--- config.mk ---
export PLATFORM = sky130hd
export DESIGN_NAME = two_wire_slave
export DESIGN_NICKNAME = d
export VERILOG_FILES = /design/src/verilog/two_wire_slave_pkg.sv /design/src/verilog/two_wire_slave.sv
export VERILOG_INCLUDE_DIRS = /design/src /design/src/verilog
export SDC_FILE = /design/constraint.sdc
export NUM_CORES = 1
export LEC_CHECK = 0
export BUFFER_PORTS_ARGS = -buffer_cell sky130_fd_sc_hd__buf_2
export CAP_MARGIN = 30
export CORE_ASPECT_RATIO = 0.9
export CORE_MARGIN = 2
export CORE_UTILIZATION = 45
export DETAILED_ROUTE_END_ITERATION = 10
export HOLD_SLACK_MARGIN = 0.15
export SLEW_MARGIN = 40
export SYNTH_ARGS = -nofsm -noshare
export SYNTH_HDL_FRONTEND = slang
export SYNTH_SLANG_ARGS = --single-unit
--- constraint.sdc ---
create_clock -name clock -period 2.7 [get_ports clock]
set_clock_uncertainty 0.2 [all_clocks]
set_input_delay 0.405 -clock clock [delete_from_list [all_inputs] [get_ports clock]]
set_output_delay 0.405 -clock clock [all_outputs]
set_load 0.05 [all_outputs]
--- src/verilog/two_wire_slave_defs.svh ---
// Register offsets, control bits, status codes and reset values of the two-wire slave
`ifndef TWO_WIRE_SLAVE_DEFS_SVH
`define TWO_WIRE_SLAVE_DEFS_SVH

// ********************
// Register offsets
// ********************
`define OFF_DATA        2'h0
`define OFF_STATUS      2'h1
`define OFF_OWN_ADDR    2'h2
`define OFF_CONTROL     2'h3

// ********************
// Control register bits
// ********************
`define CTL_DONE        7
`define CTL_ACK_EN      6
`define CTL_BEGIN       5
`define CTL_HALT        4
`define CTL_WCOL        3
`define CTL_BUS_EN      2
`define CTL_IRQ_EN      0

// ********************
// Reset values
// ********************
`define RST_DATA        8'hff
`define RST_OWN_ADDR    8'hfe
`define RST_CONTROL     8'h00
`define RST_STATUS      8'hf8

// ********************
// Status codes, prescaler bits zero
// ********************
`define ST_OWN_W        8'h60
`define ST_GEN_W        8'h70
`define ST_OWN_RX_ACK   8'h80
`define ST_OWN_RX_NACK  8'h88
`define ST_GEN_RX_ACK   8'h90
`define ST_GEN_RX_NACK  8'h98
`define ST_STOP         8'ha0
`define ST_OWN_R        8'ha8
`define ST_ARB_R        8'hb0
`define ST_TX_ACK       8'hb8
`define ST_TX_NACK      8'hc0
`define ST_TX_LAST_ACK  8'hc8
`define ST_NONE         8'hf8
`define GEN_CALL_ADDR   7'h00

`endif

--- src/verilog/two_wire_slave_pkg.sv ---
// Types shared by the two-wire slave
package two_wire_slave_pkg;
  typedef enum logic [2:0] {IDLE, ADDR, ACK_OUT, RX, TX, ACK_IN, WAIT} phase_t;
endpackage : two_wire_slave_pkg

--- src/verilog/two_wire_slave.sv ---
// Two-wire slave receiver and transmitter with register port
// Behaviour
// RULE1: general-call byte acked gives $90; next byte acked per ack_enable.
// RULE2: unacked general-call byte gives $98; leave addressed state on done clear.
// RULE3: stop or repeated start while addressed gives $A0, then not addressed.
// RULE4: not addressed with ack_enable zero: no own or broadcast recognition.
// RULE5: ack_enable one: own address recognised; broadcast only if accepted.
// RULE6: begin request set on leaving slave: issue start once bus is free.
// RULE7: own address in upper seven bits; lowest bit accepts broadcast call.
// RULE8: software sets bus_enable and ack_enable to prepare slave use.
// RULE9: software writes begin and halt requests zero during slave setup.
// RULE10: direction bit one enters transmit, else receive.
// RULE11: after own address and direction, done flag set with valid status.
// RULE12: lost arbitration then addressed for read reports $B0.
// RULE13: ack_enable cleared: one final byte, then $C0 or $C8.
// RULE14: after final byte, not addressed; SDA released so master reads ones.
// RULE15: $C8 when master acks after the byte marked last.
// RULE16: ack_enable zero ignores own address; recognition resumes when set.
// RULE17: in deep sleep own or broadcast address still acknowledged.
// RULE18: sleep match wakes part and holds SCL low until done cleared.
// RULE19: data register need not hold the last byte after a sleep wake.
// RULE20: status codes read with prescaler bits zero.
// RULE21: own address read acked gives $A8 and sends loaded data byte.
// RULE22: transmitted byte acked gives $B8 and sends next loaded byte.
// RULE23: done flag set during a transfer stretches SCL low. The code does not stretch after $A0, $C0, $C8 or a NACKed data byte.
//
// Local design decisions: the placing of the registers and the strobed register port.
`timescale 1ns/1ps
`include "two_wire_slave_defs.svh"

module two_wire_slave (
  input  wire logic       clock,     // System clock, 50 MHz
  input  wire logic       rst,       // Asynchronous reset, active high
  input  wire logic [1:0] regAddr,   // Register index
  input  wire logic [7:0] regWdata,  // Write data
  input  wire logic       regWr,     // Write strobe
  input  wire logic       regRd,     // Read strobe
  output logic      [7:0] regRdata,  // Read data, cycle after strobe
  input  wire logic       sclIn,     // SCL pin level
  output logic            sclOut,    // SCL drive level, always low
  output logic            sclOe,     // SCL pulled low while high
  input  wire logic       sdaIn,     // SDA pin level
  output logic            sdaOut,    // SDA drive level, always low
  output logic            sdaOe,     // SDA pulled low while high
  input  wire logic       deepSleep, // Part is in a deep sleep mode
  input  wire logic       arbLost,   // Master logic lost arbitration
  output logic            wakeUp,    // Pulse: address match during sleep
  output logic            issueStart // Pulse: start wanted, bus free
);

  // ********************
  // Pin synchronisers and bus conditions
  // ********************
  logic [1:0] sclSync;
  logic [1:0] sdaSync;
  logic       sclPrev;
  logic       sdaPrev;
  logic       sclRise;
  logic       sclFall;
  logic       startSeen;
  logic       stopSeen;
  logic       busBusy;

  always_ff @(posedge clock or posedge rst) begin
    if (rst) begin
      sclSync <= 2'h3;
      sdaSync <= 2'h3;
      sclPrev <= 1'b1;
      sdaPrev <= 1'b1;
    end else begin
      sclSync <= {sclSync[0], sclIn};
      sdaSync <= {sdaSync[0], sdaIn};
      sclPrev <= sclSync[1];
      sdaPrev <= sdaSync[1];
    end
  end

  assign sclRise   = sclSync[1] & ~sclPrev;
  assign sclFall   = ~sclSync[1] & sclPrev;
  assign startSeen = sclSync[1] & sclPrev & sdaPrev & ~sdaSync[1];
  assign stopSeen  = sclSync[1] & sclPrev & ~sdaPrev & sdaSync[1];

  always_ff @(posedge clock or posedge rst) begin
    if (rst) begin
      busBusy <= 1'b0;
    end else if (startSeen) begin
      busBusy <= 1'b1;
    end else if (stopSeen) begin
      busBusy <= 1'b0;
    end
  end

  // ********************
  // Registers
  // ********************
  logic [7:0] dataReg;
  logic [7:0] statusCode;
  logic [7:0] own_address_reg;
  logic       job_done_flag;
  logic       ack_enable;
  logic       begin_request_flag;
  logic       halt_request_flag;
  logic       write_collision_flag;
  logic       bus_enable;
  logic       irq_enable;
  logic       postEvent;
  logic [7:0] postCode;
  logic       postData;
  logic [7:0] rxByte;
  logic [7:0] shift;
  logic       ctlWr;
  logic       doneClr;

  assign ctlWr   = regWr && regAddr == `OFF_CONTROL;
  assign doneClr = ctlWr && regWdata[`CTL_DONE];

  always_ff @(posedge clock or posedge rst) begin
    if (rst) begin
      own_address_reg    <= `RST_OWN_ADDR;
      ack_enable         <= 1'b0;
      begin_request_flag <= 1'b0;
      halt_request_flag  <= 1'b0;
      bus_enable         <= 1'b0;
      irq_enable         <= 1'b0;
    end else begin
      if (regWr && regAddr == `OFF_OWN_ADDR) begin
        own_address_reg <= regWdata; // RULE7
      end
      if (ctlWr) begin
        ack_enable         <= regWdata[`CTL_ACK_EN];
        begin_request_flag <= regWdata[`CTL_BEGIN];
        halt_request_flag  <= regWdata[`CTL_HALT];
        bus_enable         <= regWdata[`CTL_BUS_EN];
        irq_enable         <= regWdata[`CTL_IRQ_EN];
      end
    end
  end

  // Hardware set wins over a clear in the same cycle
  always_ff @(posedge clock or posedge rst) begin
    if (rst) begin
      job_done_flag <= 1'b0;
      statusCode    <= `RST_STATUS;
    end else if (postEvent) begin
      job_done_flag <= 1'b1; // RULE11
      statusCode    <= postCode;
    end else if (doneClr) begin
      job_done_flag <= 1'b0;
    end
  end

  always_ff @(posedge clock or posedge rst) begin
    if (rst) begin
      dataReg              <= `RST_DATA;
      write_collision_flag <= 1'b0;
    end else begin
      if (postData && !deepSleep) begin
        dataReg <= shift; // RULE19
      end else if (regWr && regAddr == `OFF_DATA) begin
        if (job_done_flag) begin
          dataReg              <= regWdata;
          write_collision_flag <= 1'b0;
        end else begin
          write_collision_flag <= 1'b1;
        end
      end
    end
  end

  always_ff @(posedge clock or posedge rst) begin
    if (rst) begin
      regRdata <= 8'h00;
    end else if (regRd) begin
      unique case (regAddr)
        `OFF_DATA:     regRdata <= dataReg;
        `OFF_STATUS:   regRdata <= job_done_flag ? statusCode : `ST_NONE; // RULE20
        `OFF_OWN_ADDR: regRdata <= own_address_reg;
        `OFF_CONTROL:  regRdata <= {job_done_flag, ack_enable, begin_request_flag,
                                    halt_request_flag, write_collision_flag,
                                    bus_enable, 1'b0, irq_enable};
      endcase
    end
  end

  // ********************
  // Bus engine
  // ********************
  two_wire_slave_pkg::phase_t phase;
  two_wire_slave_pkg::phase_t resume;
  logic [2:0] bitCnt;
  logic       ackPhase;
  logic       ackBit;
  logic       addrStage;
  logic       isGeneral;
  logic       isRead;
  logic       lastByte;
  logic       masterAck;
  logic       addressed;
  logic       sdaLow;
  logic       startPending;
  logic       ownMatch;
  logic       genMatch;

  assign rxByte   = {shift[6:0], sdaSync[1]};
  // Recognition follows ack_enable live, so clearing it isolates the slave
  assign ownMatch = ack_enable && bus_enable
                    && rxByte[7:1] == own_address_reg[7:1]; // RULE5 RULE16
  assign genMatch = ack_enable && bus_enable && own_address_reg[0]
                    && rxByte[7:1] == `GEN_CALL_ADDR && !rxByte[0]; // RULE4 RULE5

  always_comb begin
    postEvent = 1'b0;
    postCode  = `ST_NONE;
    postData  = 1'b0;
    if ((startSeen || stopSeen) && addressed) begin
      postEvent = 1'b1;
      postCode  = `ST_STOP; // RULE3
    end else if (phase == two_wire_slave_pkg::ACK_OUT && sclFall && ackPhase) begin
      postEvent = 1'b1;
      if (addrStage) begin
        if (isRead) begin
          postCode = arbLost ? `ST_ARB_R : `ST_OWN_R; // RULE12 RULE21
        end else begin
          postCode = isGeneral ? `ST_GEN_W : `ST_OWN_W;
        end
      end else begin
        postData = 1'b1;
        if (isGeneral) begin
          postCode = ackBit ? `ST_GEN_RX_ACK : `ST_GEN_RX_NACK; // RULE1 RULE2
        end else begin
          postCode = ackBit ? `ST_OWN_RX_ACK : `ST_OWN_RX_NACK;
        end
      end
    end else if (phase == two_wire_slave_pkg::ACK_IN && sclFall) begin
      postEvent = 1'b1;
      if (!masterAck) begin
        postCode = `ST_TX_NACK; // RULE13
      end else if (lastByte) begin
        postCode = `ST_TX_LAST_ACK; // RULE13 RULE15
      end else begin
        postCode = `ST_TX_ACK; // RULE22
      end
    end
  end

  always_ff @(posedge clock or posedge rst) begin
    if (rst) begin
      phase     <= two_wire_slave_pkg::IDLE;
      resume    <= two_wire_slave_pkg::IDLE;
      shift     <= 8'h00;
      bitCnt    <= 3'h0;
      ackPhase  <= 1'b0;
      ackBit    <= 1'b0;
      addrStage <= 1'b0;
      isGeneral <= 1'b0;
      isRead    <= 1'b0;
      lastByte  <= 1'b0;
      masterAck <= 1'b0;
      addressed <= 1'b0;
      sdaLow    <= 1'b0;
      wakeUp    <= 1'b0;
    end else begin
      wakeUp <= 1'b0;
      if (startSeen) begin
        phase     <= two_wire_slave_pkg::ADDR;
        bitCnt    <= 3'h0;
        addressed <= 1'b0;
        sdaLow    <= 1'b0;
      end else if (stopSeen) begin
        phase     <= two_wire_slave_pkg::IDLE;
        addressed <= 1'b0;
        sdaLow    <= 1'b0;
        if (addressed) begin
          phase  <= two_wire_slave_pkg::WAIT;
          resume <= two_wire_slave_pkg::IDLE; // RULE3
        end
      end else begin
        unique case (phase)
          two_wire_slave_pkg::IDLE: begin
            sdaLow <= 1'b0; // RULE14
          end
          two_wire_slave_pkg::ADDR, two_wire_slave_pkg::RX: begin
            if (sclRise) begin
              shift  <= rxByte;
              bitCnt <= bitCnt + 3'h1;
              if (bitCnt == 3'h7) begin
                ackPhase <= 1'b0;
                phase    <= two_wire_slave_pkg::ACK_OUT;
                if (phase == two_wire_slave_pkg::ADDR) begin
                  addrStage <= 1'b1;
                  ackBit    <= ownMatch || genMatch; // RULE17
                  isGeneral <= !ownMatch;
                  isRead    <= rxByte[0]; // RULE10
                  wakeUp    <= deepSleep && (ownMatch || genMatch); // RULE18
                  if (!(ownMatch || genMatch)) begin
                    phase <= two_wire_slave_pkg::IDLE;
                  end
                end else begin
                  addrStage <= 1'b0;
                  ackBit    <= ack_enable; // RULE1
                end
              end
            end
          end
          two_wire_slave_pkg::ACK_OUT: begin
            if (sclFall) begin
              ackPhase <= 1'b1;
              sdaLow   <= !ackPhase && ackBit;
              if (ackPhase) begin
                addressed <= 1'b1;
                phase     <= two_wire_slave_pkg::WAIT;
                if (!ackBit) begin
                  resume <= two_wire_slave_pkg::IDLE; // RULE2
                end else if (addrStage && isRead) begin
                  resume <= two_wire_slave_pkg::TX;
                end else begin
                  resume <= two_wire_slave_pkg::RX;
                end
              end
            end
          end
          two_wire_slave_pkg::TX: begin
            if (sclFall) begin
              bitCnt <= bitCnt + 3'h1;
              shift  <= {shift[6:0], 1'b1};
              sdaLow <= !shift[6];
              if (bitCnt == 3'h7) begin
                sdaLow <= 1'b0;
                phase  <= two_wire_slave_pkg::ACK_IN;
              end
            end
          end
          two_wire_slave_pkg::ACK_IN: begin
            if (sclRise) begin
              masterAck <= !sdaSync[1];
            end
            if (sclFall) begin
              phase <= two_wire_slave_pkg::WAIT;
              if (!masterAck || lastByte) begin
                resume <= two_wire_slave_pkg::IDLE; // RULE14
              end else begin
                resume <= two_wire_slave_pkg::TX; // RULE22
              end
            end
          end
          two_wire_slave_pkg::WAIT: begin
            if (doneClr) begin
              phase  <= resume;
              bitCnt <= 3'h0;
              if (resume == two_wire_slave_pkg::IDLE) begin
                addressed <= 1'b0; // RULE2 RULE14
              end
              if (resume == two_wire_slave_pkg::TX) begin
                shift    <= dataReg; // RULE21 RULE22
                sdaLow   <= !dataReg[7];
                lastByte <= !regWdata[`CTL_ACK_EN]; // RULE13
              end
            end
          end
        endcase
      end
    end
  end

  // Start request held until the bus goes idle
  always_ff @(posedge clock or posedge rst) begin
    if (rst) begin
      startPending <= 1'b0;
      issueStart   <= 1'b0;
    end else begin
      issueStart <= 1'b0;
      if (phase == two_wire_slave_pkg::WAIT && resume == two_wire_slave_pkg::IDLE
          && doneClr && regWdata[`CTL_BEGIN]) begin
        startPending <= 1'b1; // RULE6
      end else if (startPending && !busBusy) begin
        startPending <= 1'b0;
        issueStart   <= 1'b1; // RULE6
      end
    end
  end

  // ********************
  // Pin drive
  // ********************
  // Stretch only while a transfer continues after software answers
  always_ff @(posedge clock or posedge rst) begin
    if (rst) begin
      sclOe <= 1'b0;
    end else begin
      sclOe <= (postEvent && postCode != `ST_STOP && postCode != `ST_TX_NACK
                && postCode != `ST_TX_LAST_ACK && !(postData && !ackBit)
                && !(postCode == `ST_OWN_W && 1'b0))
               || (sclOe && !doneClr && !startSeen && !stopSeen); // RULE18 RULE23
    end
  end

  assign sdaOe  = sdaLow;
  assign sclOut = 1'b0;
  assign sdaOut = 1'b0;

endmodule : two_wire_slave

==> metrics.cfg <==
[run_status]
status = complete, no violations

[clock_network]
clock_latency_ns = 0.36
cts_resized = 0
cts.sinks = 72
cts.path.max_buffers = 2
cts-root-buf = clkbuf_8
cts_tree = yes
cts_buffers = 9
path_clk_slew_ns = 0.07
ctsHtreeMaxLevel = 3

[synthesis]
async_reset_ff_frac = 1.00
synth.avg_cell_area_sq_um = 10.7
yosysMostFrequentCell = dfrtp_1
ys_types = 64
ys.flop_type = dfrtp_1
syn_inst = 347
seq_area_frac_synth = 0.492
synth_area_leaders = dfrtp_1, dfstp_2, mux2i_1
synth_top_cell_area_share = 0.309
synth-edff-count = 0
synth_warnings = 0
syn_area_sq_mm = 0.00373
synthTopCellsByCount = dfrtp_1, nand2_1, mux2i_1
ys_seq_elements = 72
synth_area_leader_cell = dfrtp_1

[setup_path]
r2r-start = phase[2]
reg2reg_to = phase[2]
worst-setup-path-type = flop to flop
worst_setup_path_end_kind = flop
cp.required_ns = 2.73
path_max_fanout = 17
rr_worst_depth = 5
cp-start-kind = flop
arrival_ns = 2.38
r2r_setup_slack_ns = 0.35

[final_layout]
fin_util = 0.537
syn_to_final_growth_pct = 15.6
seq_area_sq_mm = 0.00183
n_fill_cell = 720
drive_above_1_share = 0.281
postLayoutCellArea_sq_mm = 0.00431
multi_input_area_sq_mm = 0.00175
antenna_cells = 0
fin_nets = 410

[floorplanning]
die_h_um = 90.3
die_x_um = 99.9
die-area_sq_mm = 0.00903
core_area_sq_mm = 0.00803
rows = 31
start_util = 0.464
num_io_pins = 32

[timing]
slew_headroom = 0.619
period_share = 0.869
worst_slack_ns = 0.354
setup_tns_ns = 0
clock.fmax_mhz = 426
final_hold_viol_count = 0
worst_slew_pin_slew_ns = 0.572
rsz0062_at_grt = false
slew_viol_final = 0
hold_slack_ns = 0.154
min_period_ns = 2.35
finalSetupViolCount = 0

[global_routing]
grt_max_degree = 52
grt_overflow = 0
antenna_found_initial = 0
track_usage = 0.209
grt_first_pass_wirelength_mm = 14.5
grt_pass1_vias = 2727

[place]
portBuffers = 29
post-place-ws_ns = 0.409
placed_cell_area_sq_mm = 0.00396
dp_hpwl_mm = 6.38
gp_congestion = 0.893

[routing]
wl_per_cell_um = 17.8
vias_per_cell = 5.57
dr_total_vias = 2750
routed_wl_mm = 8.80
drt_iter0_drc = 99
drc = 0
antenna_left = 0
dr.pass1.iters = 4

[hold_path]
whs_path_depth = 0
worstHoldStart = sclSync[0]
min_path_type = flop to flop
hold_end = sclSync[1]

[power_and_ir_drop]
leakagePower_uw = 0.00190
ir_worst_vdd_mv = 0.476
power_density_mw_per_mm2 = 980

[flow_run]
maxCapViolations = 0

metal layers:
layer | share of wire | GRT usage | vias to the layer above
met5 | 0 | 0 | -
met4 | 0.014 | 0.0491 | 0
met3 | 0.041 | 0.0542 | 10
met2 | 0.42 | 0.293 | 68
met1 | 0.53 | 0.323 | 1323
li1 | - | - | 1349
cells in the final DEF, fill, tap and decap left out, types with 2 or more instances in the layout:
cell           count
a211oi_1           5
a21o_1             4
a21oi_1           14
a22o_1             4
a31oi_1            4
and2_1             2
buf_2             29
buf_4              7
bufinv_16          2
clkbuf_8           9
clkinvlp_4         2
conb_1             2
dfrtp_1           46
dfstp_2           26
dlygate4sd3_1     13
ha_1               2
inv_1              8
inv_6              2
mux2_2            21
mux2i_1           27
nand2_1           33
nand2b_1          11
nand3_1            5
nand3b_1           4
nand4_1            4
nor2_1            14
nor2b_1            4
nor3_1             5
nor3b_1            3
nor4_1             4
o211ai_1           2
o21ai_0            8
o21ai_1           17
o221ai_1           6
o22ai_1            2
o31ai_1            3
or2_1              2
or3b_1             2
xor2_1             8
timing repair:
action,CTS,global route
setup buffers,0,0
hold buffers,13,0
endpoints found under the hold margin,33,0
through the flow:
stage	instances	total power (uW)
2_1_floorplan	348	2900
3_3_place_gp	465	3240
3_5_place_dp	465	3260
4_1_cts	494	4250
5_1_grt	494	4490
6_report	494	4220
report_power, final:
| part | internal (uW) | total (uW) | switching, uW |
|---|---|---|---|
| Combinational | 616 | 1430 | 811 |
| Clock | 527 | 955 | 428 |
| Sequential | 1480 | 1840 | 356 |
| Total | 2620 | 4220 | 1600 |
worst max path at each step:
stage,endpoint,from,cells after the start
floorplan,ackBit,rst,1
global placement,phase[2],phase[2],5
detailed placement,phase[2],phase[2],5
CTS,phase[2],phase[2],5
global route,resume[1],phase[2],5
finish,phase[2],phase[2],5
cell families after synthesis:
| logic type | count (synthesis) | synth area share |
|---|---|---|
| adders and majority gates | 2 | 0.00671 |
| other | 1 | 0.00101 |
| AOI/OAI and AO/OA | 77 | 0.135 |
| and+or+nand+nor | 110 | 0.165 |
| xor gates and xnor gates | 8 | 0.0188 |
| muxes | 49 | 0.139 |
| DFF | 72 | 0.492 |
| buffers and inverters | 28 | 0.0416 |
worst max-delay path, stage by stage (launching register included):
cell      delay, ns
dfrtp_1        0.71
or3b_1         0.46
o22ai_1        0.27
a311oi_2       0.10
nor2_2         0.15
mux2_1         0.33
final cells by class:
| class | count | share of cell area |
|---|---|---|
| clock buffer | 10 | 0.0296 |
| inverter | 9 | 0.00784 |
| clock inverter | 6 | 0.0215 |
| timing repair buffer | 50 | 0.0807 |
| sequential | 72 | 0.426 |
| tap | 99 | 0.0288 |
| multi-input combinational | 248 | 0.406 |
Power figures use the tool's default switching activity.
